File: config.mk
export PLATFORM = sky130hd
export DESIGN_NAME = cpu_exception_ctrl
export DESIGN_NICKNAME = d
export VERILOG_FILES = /design/src/core/cpu_exception_ctrl.v /design/src/core/cycle_divider.v /design/src/core/pin_sync.v
export VERILOG_INCLUDE_DIRS = /design/src /design/src/core
export SDC_FILE = /design/constraint.sdc
export NUM_CORES = 1
export LEC_CHECK = 0
export BUFFER_PORTS_ARGS = -buffer_cell sky130_fd_sc_hd__buf_2
export CAP_MARGIN = 5
export CORE_MARGIN = 3
export CORE_UTILIZATION = 40
export DETAILED_ROUTE_END_ITERATION = 10
export PLACE_DENSITY = 0.63
export SLEW_MARGIN = 25
export SYNTH_ARGS = -nofsm -noshare
export SYNTH_HDL_FRONTEND = slang
export SYNTH_HIERARCHICAL = 1
export SYNTH_SLANG_ARGS = --single-unit
export TNS_END_PERCENT = 30
File: constraint.sdc
create_clock -name ref_clk_i -period 5.65 [get_ports ref_clk_i]
set_clock_uncertainty 0.2 [all_clocks]
set_input_delay 1.13 -clock ref_clk_i [delete_from_list [all_inputs] [get_ports ref_clk_i]]
set_output_delay 1.13 -clock ref_clk_i [all_outputs]
set_load 0.01 [all_outputs]
File: src/core/cpu_exc_defines.vh
// Constants for the interrupt, halt and bus-release control section.
// Assumes a single 20 MHz clock; one bus cycle is one enable pulse from the divider.
`ifndef CPU_EXC_DEFINES_VH
`define CPU_EXC_DEFINES_VH
`define VEC_NMI_HI 16'hfffc
`define VEC_IRQ_HI 16'hfff8
`define VEC_RST_HI 16'hfffe
`define FLAG_MASK_BIT 4
`define FLAG_ONES 8'hc0
`define FLAG_RESET 8'hd0
`define SP_RESET 16'h00ff
`define CYCLE_DIV 8'h13
`define SYNC_DEAD_CYCLES 2'h1
`endif

File: src/core/cpu_exception_ctrl.v
// Interrupt, halt, single step and bus-release sequencer of an 8-bit processor core.
// Assumes the execution unit reports instruction boundaries and special operations,
// and memory answers a read within the same bus cycle.
`timescale 1ns/1ns
`include "cpu_exc_defines.vh"
// Notes on behaviour
// - Maskable request is a level, taken at instruction end when mask is clear.
// - Taking an interrupt skips the fetch and stacks program counter, index, accumulators, flags.
// - After stacking, the interrupt mask is set.
// - Vector is read from FFFC/FFFD for non-maskable, FFF8/FFF9 for maskable.
// - Non-maskable requests follow the same sequence, ignoring the mask.
// - Return from interrupt restores all stacked registers including the mask.
// - Non-maskable requests are latched while halted and serviced after leaving halt.
// - Wait operation stacks early; the interrupt then just masks and fetches vector.
// - While waiting, bus released high, address valid low, buses floated.
// - Float control high floats address and read/write, forces both status outputs low.
// - After float control drops, one dead cycle, then execution resumes.
// - Address valid is never floated and high only with a genuine address.
// - Halt low before the last cycle finishes the instruction then releases the bus.
// - Bus released high floats address, data and read/write, address valid low.
// - Halt falling late in the fetch cycle lets the next instruction run too.
// - Reset while halted holds outputs idle with FFFE on the address bus.
// - After that reset, halt going high starts the FFFE/FFFF restart fetch.
// - A one-cycle halt release executes one instruction, bus released drops meanwhile.
// - Program counter, stack, index are 16 bits; accumulators and flags 8 bits.
// - Stack pointer addresses the next free stack location.
// - Mask is flags bit 4; bits 7 and 6 always read one.
// - The restart leaves the mask set.
// - Wait ends on unmasked maskable request or any non-maskable request.
module cpu_exception_ctrl (
	input wire ref_clk_i,
	input wire rst_i,
	input wire halt_n_i,
	input wire irq_n_i,
	input wire nmi_n_i,
	input wire float_control_i,
	input wire data_drive_enable_i,
	input wire instr_last_i,
	input wire fetch_cycle_i,
	input wire wait_for_interrupt_op_i,
	input wire return_from_interrupt_op_i,
	input wire [15:0] exec_addr_i,
	input wire exec_addr_valid_i,
	input wire exec_write_i,
	input wire [7:0] exec_wdata_i,
	input wire [7:0] data_i,
	input wire [7:0] flags_wr_i,
	input wire flags_we_i,
	output reg [15:0] addr_o,
	output reg addr_oe_o,
	output reg [7:0] data_o,
	output reg data_oe_o,
	output reg rw_o,
	output reg rw_oe_o,
	output reg address_valid_o,
	output reg bus_released_o,
	output reg exec_enable_o,
	output reg [15:0] program_counter_o,
	output reg [15:0] stack_pointer_o,
	output reg [15:0] index_pointer_o,
	output reg [15:0] accumulator_pair_o,
	output reg [7:0] condition_flags_o
);
	localparam [8:0] S_RUN = 9'h001;
	localparam [8:0] S_PUSH = 9'h002;
	localparam [8:0] S_MASK = 9'h004;
	localparam [8:0] S_VEC_HI = 9'h008;
	localparam [8:0] S_VEC_LO = 9'h010;
	localparam [8:0] S_WAIT = 9'h020;
	localparam [8:0] S_HALT = 9'h040;
	localparam [8:0] S_PULL = 9'h080;
	localparam [8:0] S_DEAD = 9'h100;

	wire tick;
	wire [4:0] pins;
	wire halt_n;
	wire irq_n;
	wire nmi_n;
	wire float_control;
	wire dbe;
	reg [8:0] state;
	reg [8:0] after_dead;
	reg [2:0] idx;
	reg nmi_prev;
	reg nmi_pend;
	reg vec_nmi;
	reg halt_late;
	reg rst_halted;
	reg [8:0] push_next;
	reg [7:0] vec_hi;
	reg [7:0] push_byte;
	reg [7:0] flags_mux;

	cycle_divider u_div (
		.ref_clk_i(ref_clk_i),
		.rst_i(rst_i),
		.tick_o(tick)
	);

	// Reset values match the idle pin levels, so no false edge or float follows reset.
	pin_sync #(.W(5), .INIT(5'h07)) u_sync (
		.ref_clk_i(ref_clk_i),
		.rst_i(rst_i),
		.d_i({data_drive_enable_i, float_control_i, nmi_n_i, irq_n_i, halt_n_i}),
		.q_o(pins)
	);
	assign halt_n = pins[0];
	assign irq_n = pins[1];
	assign nmi_n = pins[2];
	assign float_control = pins[3];
	assign dbe = pins[4];

	wire mask = condition_flags_o[`FLAG_MASK_BIT];
	wire irq_take = !irq_n && !mask;
	wire take = nmi_pend || irq_take;
	wire halt_now = !halt_n && !halt_late;

	// Stacking order: counter low, high, index low, high, accumulators, flags.
	always @* begin
		push_byte = condition_flags_o;
		case (idx)
			3'h0: push_byte = program_counter_o[7:0];
			3'h1: push_byte = program_counter_o[15:8];
			3'h2: push_byte = index_pointer_o[7:0];
			3'h3: push_byte = index_pointer_o[15:8];
			3'h4: push_byte = accumulator_pair_o[7:0];
			3'h5: push_byte = accumulator_pair_o[15:8];
			default: push_byte = condition_flags_o;
		endcase
		flags_mux = flags_wr_i | `FLAG_ONES;
	end

	always @(posedge ref_clk_i or posedge rst_i) begin
		if (rst_i) begin
			state <= S_HALT;
			after_dead <= S_RUN;
			idx <= 3'h0;
			nmi_prev <= 1'b1;
			nmi_pend <= 1'b0;
			vec_nmi <= 1'b0;
			halt_late <= 1'b0;
			rst_halted <= 1'b1;
			push_next <= S_MASK;
			vec_hi <= 8'h00;
			program_counter_o <= 16'h0000;
			stack_pointer_o <= `SP_RESET;
			index_pointer_o <= 16'h0000;
			accumulator_pair_o <= 16'h0000;
			condition_flags_o <= `FLAG_RESET;
			addr_o <= `VEC_RST_HI;
			addr_oe_o <= 1'b1;
			data_o <= 8'h00;
			data_oe_o <= 1'b0;
			rw_o <= 1'b1;
			rw_oe_o <= 1'b1;
			address_valid_o <= 1'b0;
			bus_released_o <= 1'b0;
			exec_enable_o <= 1'b0;
		end else if (tick) begin
			nmi_prev <= nmi_n;
			// A falling edge always wins over the clear on service entry.
			if (nmi_prev && !nmi_n)
				nmi_pend <= 1'b1;
			else if (state == S_MASK && vec_nmi)
				nmi_pend <= 1'b0;
			if (flags_we_i && state == S_RUN)
				condition_flags_o <= flags_mux;
			exec_enable_o <= 1'b0;
			addr_oe_o <= 1'b1;
			rw_oe_o <= 1'b1;
			rw_o <= 1'b1;
			data_oe_o <= 1'b0;
			address_valid_o <= 1'b0;
			bus_released_o <= 1'b0;
			if (float_control) begin
				addr_oe_o <= 1'b0;
				rw_oe_o <= 1'b0;
				if (state != S_DEAD)
					after_dead <= state;
				state <= S_DEAD;
			end else begin
				case (state)
				S_RUN: begin
					if (fetch_cycle_i && !halt_n)
						halt_late <= 1'b0;
					else if (fetch_cycle_i)
						halt_late <= 1'b1;
					addr_o <= exec_addr_i;
					address_valid_o <= exec_addr_valid_i;
					rw_o <= !exec_write_i;
					data_o <= exec_wdata_i;
					data_oe_o <= exec_write_i && dbe;
					exec_enable_o <= 1'b1;
					if (instr_last_i) begin
						halt_late <= 1'b0;
						if (halt_now) begin
							state <= S_HALT;
						end else if (return_from_interrupt_op_i) begin
							// The first stack address goes out now, so that the pull
							// state finds its byte on the data bus at its own tick.
							idx <= 3'h6;
							stack_pointer_o <= stack_pointer_o + 16'h0001;
							addr_o <= stack_pointer_o + 16'h0001;
							address_valid_o <= 1'b1;
							rw_o <= 1'b1;
							data_oe_o <= 1'b0;
							state <= S_PULL;
						end else if (wait_for_interrupt_op_i) begin
							idx <= 3'h0;
							push_next <= S_WAIT;
							state <= S_PUSH;
						end else if (take) begin
							vec_nmi <= nmi_pend;
							idx <= 3'h0;
							push_next <= S_MASK;
							state <= S_PUSH;
						end
					end
				end
				S_PUSH: begin
					addr_o <= stack_pointer_o;
					address_valid_o <= 1'b1;
					rw_o <= 1'b0;
					data_o <= push_byte;
					data_oe_o <= dbe;
					stack_pointer_o <= stack_pointer_o - 16'h0001;
					idx <= idx + 3'h1;
					if (idx == 3'h6)
						state <= push_next;
				end
				S_WAIT: begin
					addr_oe_o <= 1'b0;
					rw_oe_o <= 1'b0;
					bus_released_o <= 1'b1;
					if (nmi_pend || irq_take) begin
						vec_nmi <= nmi_pend;
						bus_released_o <= 1'b0;
						state <= S_MASK;
					end
				end
				S_MASK: begin
					address_valid_o <= 1'b1;
					condition_flags_o <= condition_flags_o | (8'h01 << `FLAG_MASK_BIT);
					addr_o <= vec_nmi ? `VEC_NMI_HI : `VEC_IRQ_HI;
					state <= S_VEC_HI;
				end
				S_VEC_HI: begin
					address_valid_o <= 1'b1;
					vec_hi <= data_i;
					addr_o <= addr_o | 16'h0001;
					state <= S_VEC_LO;
				end
				S_VEC_LO: begin
					program_counter_o <= {vec_hi, data_i};
					state <= S_RUN;
				end
				S_HALT: begin
					if (rst_halted) begin
						addr_o <= `VEC_RST_HI;
						if (halt_n) begin
							address_valid_o <= 1'b1;
							rst_halted <= 1'b0;
							state <= S_VEC_HI;
						end
					end else begin
						addr_oe_o <= 1'b0;
						rw_oe_o <= 1'b0;
						bus_released_o <= 1'b1;
						if (halt_n) begin
							bus_released_o <= 1'b0;
							state <= S_RUN;
						end
					end
				end
				S_PULL: begin
					case (idx)
					3'h6: condition_flags_o <= data_i | `FLAG_ONES;
					3'h5: accumulator_pair_o[15:8] <= data_i;
					3'h4: accumulator_pair_o[7:0] <= data_i;
					3'h3: index_pointer_o[15:8] <= data_i;
					3'h2: index_pointer_o[7:0] <= data_i;
					3'h1: program_counter_o[15:8] <= data_i;
					default: program_counter_o[7:0] <= data_i;
					endcase
					if (idx == 3'h0)
						state <= S_RUN;
					else begin
						idx <= idx - 3'h1;
						stack_pointer_o <= stack_pointer_o + 16'h0001;
						addr_o <= stack_pointer_o + 16'h0001;
						address_valid_o <= 1'b1;
					end
				end
				S_DEAD: begin
					// A resumed read state samples the bus at once, so the held
					// address is marked valid again before it resumes.
					if (after_dead == S_VEC_HI || after_dead == S_VEC_LO || after_dead == S_PULL)
						address_valid_o <= 1'b1;
					state <= after_dead == S_DEAD ? S_RUN : after_dead;
				end
				default: state <= S_RUN;
				endcase
			end
		end
	end
endmodule

File: src/core/cycle_divider.v
// Bus cycle enable divider: one pulse every CYCLE_DIV+1 reference clocks.
// Assumes ref_clk_i is free running.
`timescale 1ns/1ns
`include "cpu_exc_defines.vh"
module cycle_divider (
	input wire ref_clk_i,
	input wire rst_i,
	output reg tick_o
);
	reg [7:0] count;
	always @(posedge ref_clk_i or posedge rst_i) begin
		if (rst_i) begin
			count <= 8'h00;
			tick_o <= 1'b0;
		end else if (count == `CYCLE_DIV) begin
			count <= 8'h00;
			tick_o <= 1'b1;
		end else begin
			count <= count + 8'h01;
			tick_o <= 1'b0;
		end
	end
endmodule

File: src/core/pin_sync.v
// Two-flop synchronisers for a group of pin inputs.
// Assumes inputs are asynchronous to ref_clk_i.
`timescale 1ns/1ns
module pin_sync #(
	parameter W = 5,
	parameter [4:0] INIT = 5'h00
) (
	input wire ref_clk_i,
	input wire rst_i,
	input wire [W-1:0] d_i,
	output reg [W-1:0] q_o
);
	reg [W-1:0] meta;
	always @(posedge ref_clk_i or posedge rst_i) begin
		if (rst_i) begin
			meta <= INIT[W-1:0];
			q_o <= INIT[W-1:0];
		end else begin
			meta <= d_i;
			q_o <= meta;
		end
	end
endmodule

## Yosys cells after proc, flatten, opt, wreduce, memory -nomap -nowiden

Cells that the tools add are included.

| cells by class | value |
|---|---|
| add/subtract/negate cells | 5 |
| eq/ne operators | 38 |
| multiplexer cells | 85 |
| bitwise gates (word level) | 4 |
| reduce and logical (&&, ||, !) cells | 48 |

Operators by type and width:

| kind | count |
|---|---|
| $mux 16 | 8 |
| $mux 9 | 14 |
| $pmux 16 s6 | 1 |
| $pmux 9 s8 | 1 |
| $mux 8 | 6 |
| $pmux 16 s3 | 1 |
| $pmux 8 s6 | 1 |
| $mux 1 | 36 |
| $reduce_and 7->1 | 5 |
| $pmux 16 s2 | 1 |
| $pmux 8 s2 | 2 |
| $reduce_and 4->1 | 7 |
| $mux 3 | 7 |
| $eq 9x4->1 const B | 2 |
| $eq 9x5->1 const B | 2 |
| $eq 9x8->1 const B | 2 |
| $eq 9x9->1 const B | 2 |
| $add 16x1->16 const B | 1 |
| $ne 2x2->1 const B | 8 |
| $sub 16x1->16 const B | 1 |
| $ne 3x2->1 const B | 4 |
| $reduce_and 3->1 | 4 |
| $pmux 1 s2 | 5 |
| $reduce_bool 2->1 | 5 |
| other kinds (32) | 54 |

| storage, ports and cells | value |
|---|---|
| flip-flop bits (word level) | 164 |
| input bits | 54 |
| output and inout port bits | 103 |
| logic and storage cells | 212 |

## Logic depth before layout (Yosys ltp)

| depth | value |
|---|---|
| depth after elaboration | 10 |
| gate-level depth with buffers | 10 |

## Modules after synthesis

The synthesis kept the hierarchy.

Modules (own cells, without submodules):

| module | times used | cells an instance | area an instance (µm²) | seq. area each (µm²) |
|---|---|---|---|---|
| cpu_exception_ctrl | 1 | 813 | 7,865.0 | 3,494.6 |
| cycle_divider | 1 | 29 | 381.6 | 225.2 |
| pin_sync | 1 | 11 | 261.5 | 257.7 |

## Least setup slack after synthesis

Ideal clock, no wire load.

| timing path | value |
|---|---|
| path kind | reg2reg |
| from | register idx[2] |
| to | register data_o[5] |
| setup time | 0.085 ns |
| arrival | 2.439 ns |
| data required time | 5.365 ns |
| slack | 2.926 ns |
| stages on the path, launching flop included | 10 |
| path through | dfrtp_1 > clkbuf_1 > inv_1 > ha_1 > clkbuf_1 > nor4_1 > a222oi_1 > o21ai_0 > mux2i_1 > o21ai_0 |

| between the ends | value |
|---|---|
| cells in the longest elaborated chain, start to end | 3 |
| elaborated cells between the ends (all ways) | 8 |
| those cells by class | eq/ne: 5; mux: 2; reduce/logical: 1 |

Ends and longest elaborated chain:

| element | RTL line | source |
|---|---|---|
| start: declaration | cpu_exception_ctrl.v:83 | `reg [2:0] idx;` |
| start signal: assignment | cpu_exception_ctrl.v:227 | `idx <= idx + 3'h1;` |
| start signal: assignment | cpu_exception_ctrl.v:288 | `idx <= idx - 3'h1;` |
| $eq 3x3->1 (tied with other cells) | cpu_exception_ctrl.v:121 | `case (idx)` |
| $pmux 8 s6 (*) | cpu_exception_ctrl.v:121 |  |
| $pmux 8 s2 (*) | cpu_exception_ctrl.v:182 | `case (state)` |
| end signal: assignment | cpu_exception_ctrl.v:191 | `data_o <= exec_wdata_i;` |
| end signal: assignment | cpu_exception_ctrl.v:224 | `data_o <= push_byte;` |
| end: declaration | cpu_exception_ctrl.v:51 | `output reg [7:0] data_o,` |

Every way passes the cells marked *; elsewhere a longest branch is shown, timed or not.
A chain may end at the register's enable or synchronous reset.

## Worst setup path after layout

| timing path | value |
|---|---|
| from | register state[7] |
| to | register stack_pointer_o[14] |

| between the ends | value |
|---|---|
| cells in the longest elaborated chain, start to end | 3 |
| elaborated cells between the ends (all ways) | 10 |
| those cells by class | eq/ne: 7; mux: 1; reduce/logical: 2 |

Ends and longest elaborated chain:

| element | RTL line | source |
|---|---|---|
| start: declaration | cpu_exception_ctrl.v:81 | `reg [8:0] state;` |
| start signal: assignment | cpu_exception_ctrl.v:229 | `state <= push_next;` |
| start signal: assignment | cpu_exception_ctrl.v:299 | `state <= after_dead == S_DEAD ? S_RUN : after_dead;` |
| $eq 9x1->1 (tied with other cells) | cpu_exception_ctrl.v:182 |  |
| $ne 2x2->1 (no line) / $reduce_bool 3->1 (equally long branches) | - |  |
| $reduce_and 7->1 (no line) | - |  |
| end signal: assignment | cpu_exception_ctrl.v:202 | `stack_pointer_o <= stack_pointer_o + 16'h0001;` |
| end signal: assignment | cpu_exception_ctrl.v:226 | `stack_pointer_o <= stack_pointer_o - 16'h0001;` |
| end signal: assignment | cpu_exception_ctrl.v:289 | `stack_pointer_o <= stack_pointer_o + 16'h0001;` |
| end: declaration | cpu_exception_ctrl.v:59 | `output reg [15:0] stack_pointer_o,` |

Parallel ways exist; a longest one is shown, timed or not.

==> metrics.txt <==
area of combinational cells with multiple inputs=4199 µm²; htree depth=4; first drt pass iteration count=6; Max Clock Freq=0.2877 GHz; DPL Wire Length=17.37 mm; Placeable Area=20560 µm²; mean number of vias per cell=about 5.8; Slew Limit Fails=0; global placer's final weighted congestion=0.9143; clock tree root driver cell=sky130_fd_sc_hd__clkbuf_16; setup TNS=0 ps; insertion delay to the later sink of the worst-skew pair=around 440 ps; path length in cells of the critical path=7; sequential share of the synthesized area=46.75%; initial core utilization=~41%; arithmetic-cell share of the synthesized area counting full adders, half adders and majority gates=1.324%; relative area change from synthesis to final layout=17.93%; mux contribution to synthesized area=10.40%; r2r endpoint=stack_pointer_o[14]; internal power of the cells=0.001892 W; Ports=157; synthesized-area fraction occupied by ao, oa, aoi and oai cells=roughly 17%; Max rail drop VDD=216.1 µV; power density over the cells=between 200 and 300 nW/µm²; CP max FO=18; Clk pwr share=46.1%; time the worst path needs with I/O delays and setup=3476 ps; floorplan row count=52; highest-delay cell along the critical path=sky130_fd_sc_hd__nand3_1; area used by sequential logic in the layout=3978 µm²; cell count after synthesis=853; combinational family with the most area after synthesis=compound AO/OA/AOI/OAI gates; detailed router's first-iteration violation count=530; count of synthesis-stage warnings from yosys=6; worst path cell trace=nor4_2 > nand3_1 > buf_4 > nand2_2 > o21a_1 > o21ai_1 > xnor2_1; worst relative slew slack=34.46%; Critical Path RT=5770 ps; GRT overflow=0; leakage=4.430 nW; number of vias after detailed routing=around 7200; x dimension of the die=151.8 µm; top cells by area, synth=sky130_fd_sc_hd__dfrtp_1 (35%), sky130_fd_sc_hd__dfstp_2 (12%), sky130_fd_sc_hd__mux2_2 (8.7%); highest cell delay on the worst timing path=about 700 ps; share of power burned in combinational logic=~8%; fraction of layout instances using a drive strength above 1=32.35%; FFs w/ async S/R, synth=100.0%; worst flop-to-flop path startpoint=state[7]; share of total power in sequential cells=a little under half; synth cell count leaders=sky130_fd_sc_hd__dfrtp_1 (118), sky130_fd_sc_hd__nand2_1 (77), sky130_fd_sc_hd__mux2_2 (66); count of hold-fix buffers inserted at cts=0; buffer levels on the longest clock path=2; Die Y=151.8 µm; number of storage elements in the synthesis netlist=157; filler cell count in the final layout=1970; status=finished clean; portion of the clock cycle consumed by the worst path in the final layout=61.52%; synthesized-area fraction occupied by xor and xnor cells=4.118%; drc violations=0; proportion of total power due to net switching=27.06%; pin count of the biggest net entering global routing=102; library cell with the largest summed area after synthesis=sky130_fd_sc_hd__dfrtp_1; net switching power=about 0.0007 W; antenna violations before repair=0; synthesized-area fraction occupied by and/or/nand/nor cells=16.06%; setup repair after global routing missed its margin=false; Sink Count=roughly 160; launch point of the critical path=state[7]; worst setup path category=flip-flop to flip-flop; area share of the largest cell type after synthesis=34.71%; net count reported at finish=1036; CP top delay family=simple AND/OR/NAND/NOR gates; area of the die=23060 µm²; number of enable-type register cells in the synthesized netlist=0; number of failing hold endpoints at the final stage=0; category of the worst setup path capture point=flip-flop; clock input transition at the sequential cells of the worst setup and hold paths=~70 ps; final setup violation count=0; R2R depth=7; worst path arrival time=~3600 ps; total buffers and inverters traversed by the critical path=1; Global Route Usage Sum=21.19%; utilization after layout=48.80%; slack of the worst reg-to-reg path=2170 ps; diodes inserted=0; Avg Cell Area, Syn=9.974 µm²; vias in the first global route=roughly 7000; average routed wire per standard cell=19.73 µm; TritonCTS clock tree=built; max-capacitance violation count=0; cts bufs inserted=17; Cell Area, Synth=between 8000 and 9000 µm²; total routed wirelength=24.78 mm; most frequently used cell type in the post-synthesis netlist=sky130_fd_sc_hd__dfrtp_1; DRT antenna net count=0; slew at the pin closest to its max-slew limit=980.0 ps; Power, Total=about 0.0026 W; number of instances resized during post-cts repair=0; post-synth net total=roughly 920; global-route wire length before repair=39.74 mm; IO Port Bufs=154; commonest register cell after synthesis=sky130_fd_sc_hd__dfrtp_1; worst min-delay path category=flip-flop to flip-flop; Critical Path Source Type=flip-flop; critical path capture point=stack_pointer_o[14]; # Post-CTS Setup Buffers=0; count of cell types in the netlist=74
==> power by group through the flow <==
stage,Sequential (W),Combinational [W],Clock [W]
4_1_cts,0.00120,0.000204,0.00121
3_5_place_dp,0.00122,0.000203,0
6_report,0.00120,0.000202,0.00119
2_1_floorplan,0.00121,0.000118,0
5_1_grt,0.00120,0.000225,0.00126
3_3_place_gp,0.00122,0.000201,0
==> metal layers <==
metal	vias to the layer above	part of all wire [%]	wire length, µm	track usage (%)
met4	0	2.2	549	6.079
met3	43	6.9	1720	4.892
met2	298	45	11110	32.20
li1	3381	-	-	-
met1	3526	46	11400	30.49
met5	-	0	0	0
==> through the flow <==
step	setup WS [ps]	cells	hold slack, ps	cell area [µm²]
floorplan	678.4	853	131.2	8508
global placement	2243	1223	134.8	9410
detailed placement	2246	1224	134.7	9418
CTS	2204	1256	150.8	10030
global route	1923	1256	157.8	10030
finish	2174	1256	150.1	10030
==> area by class of cell <==
| class | count | share of cell area [%] |
|---|---|---|
| clock buffers | 18 | 4.377 |
| clock inverters | 14 | 1.721 |
| well taps | 270 | 3.367 |
| multi-input cells | 614 | 41.85 |
| repair buffers | 160 | 8.131 |
| flip-flops and latches | 157 | 39.64 |
| inverters | 23 | 0.9103 |
==> worst register-to-register path, cell delays in order, from the launching register on <==
cell	delay, ps
sky130_fd_sc_hd__dfrtp_1	620
sky130_fd_sc_hd__nor4_2	520
sky130_fd_sc_hd__nand3_1	700
sky130_fd_sc_hd__buf_4	470
sky130_fd_sc_hd__nand2_2	150
sky130_fd_sc_hd__o21a_1	410
sky130_fd_sc_hd__o21ai_1	150
sky130_fd_sc_hd__xnor2_1	150
==> sequential cells by signal (all words and copies together) (netlist names), 2 cells and up <==
register,count
u_div/count,8
addr_o,16
push_next,2
after_dead,9
data_o,8
index_pointer_o,16
accumulator_pair_o,16
program_counter_o,16
u_sync/meta,5
state,9
stack_pointer_o,16
u_sync/q_o,5
condition_flags_o,8
idx,3
vec_hi,8
==> placed cells by master, fill, tap and decap left out, types with 4 or more instances in the layout <==
master	Yosys	final
sky130_fd_sc_hd__o31ai_1	5	5
sky130_fd_sc_hd__inv_1	23	22
sky130_fd_sc_hd__o21ai_0	55	55
sky130_fd_sc_hd__nor2_1	64	64
sky130_fd_sc_hd__and3_1	15	15
sky130_fd_sc_hd__a2bb2oi_1	4	4
sky130_fd_sc_hd__o22a_1	6	6
sky130_fd_sc_hd__nor3_1	16	15
sky130_fd_sc_hd__mux2i_1	13	13
sky130_fd_sc_hd__inv_8	0	7
sky130_fd_sc_hd__buf_4	3	6
sky130_fd_sc_hd__o22ai_1	10	10
sky130_fd_sc_hd__nor4_1	11	11
sky130_fd_sc_hd__a2111oi_0	4	4
sky130_fd_sc_hd__nand4_1	11	11
sky130_fd_sc_hd__nor3b_1	4	4
sky130_fd_sc_hd__xor2_1	19	19
sky130_fd_sc_hd__xnor2_1	21	21
sky130_fd_sc_hd__nand2_1	77	77
sky130_fd_sc_hd__a221oi_1	9	9
sky130_fd_sc_hd__buf_2	22	154
sky130_fd_sc_hd__clkbuf_16	0	17
sky130_fd_sc_hd__mux2_2	66	66
sky130_fd_sc_hd__a31oi_1	10	10
sky130_fd_sc_hd__nor2b_1	7	7
sky130_fd_sc_hd__a211oi_1	8	8
sky130_fd_sc_hd__nand2b_1	5	5
sky130_fd_sc_hd__dfrtp_1	118	118
sky130_fd_sc_hd__o21ai_1	9	8
sky130_fd_sc_hd__a22oi_1	8	8
sky130_fd_sc_hd__dfstp_2	39	39
sky130_fd_sc_hd__and2_1	4	4
sky130_fd_sc_hd__o32a_1	4	4
sky130_fd_sc_hd__or3_1	4	4
sky130_fd_sc_hd__nand3_1	18	18
sky130_fd_sc_hd__o2bb2ai_1	5	5
sky130_fd_sc_hd__a222oi_1	9	9
sky130_fd_sc_hd__a21oi_1	45	45
sky130_fd_sc_hd__ha_1	9	9
==> cell families (layout without fill, tap and decap cells) <==
family | count (synthesis) | count (layout)
xor gates and xnor gates | 40 | 40
AOI/OAI and AO/OA | 222 | 222
muxes | 80 | 80
DFF | 157 | 157
buffers and inverters | 82 | 215
and+or+nand+nor | 263 | 263
adders and majority gates | 9 | 9
==> how the worst min path moves through the flow <==
stage | start | end | slack (ps) | cells past startpoint
detailed placement | u_sync/meta[3] | u_sync/q_o[3] | 130 | 0
global route | u_sync/meta[3] | u_sync/q_o[3] | 160 | 0
CTS | u_sync/meta[3] | u_sync/q_o[3] | 150 | 0
floorplan | u_sync/meta[3] | u_sync/q_o[3] | 130 | 0
finish | u_sync/meta[3] | u_sync/q_o[3] | 150 | 0
global placement | u_sync/meta[3] | u_sync/q_o[3] | 130 | 0
No activity file was read; power rests on OpenSTA's default activity.
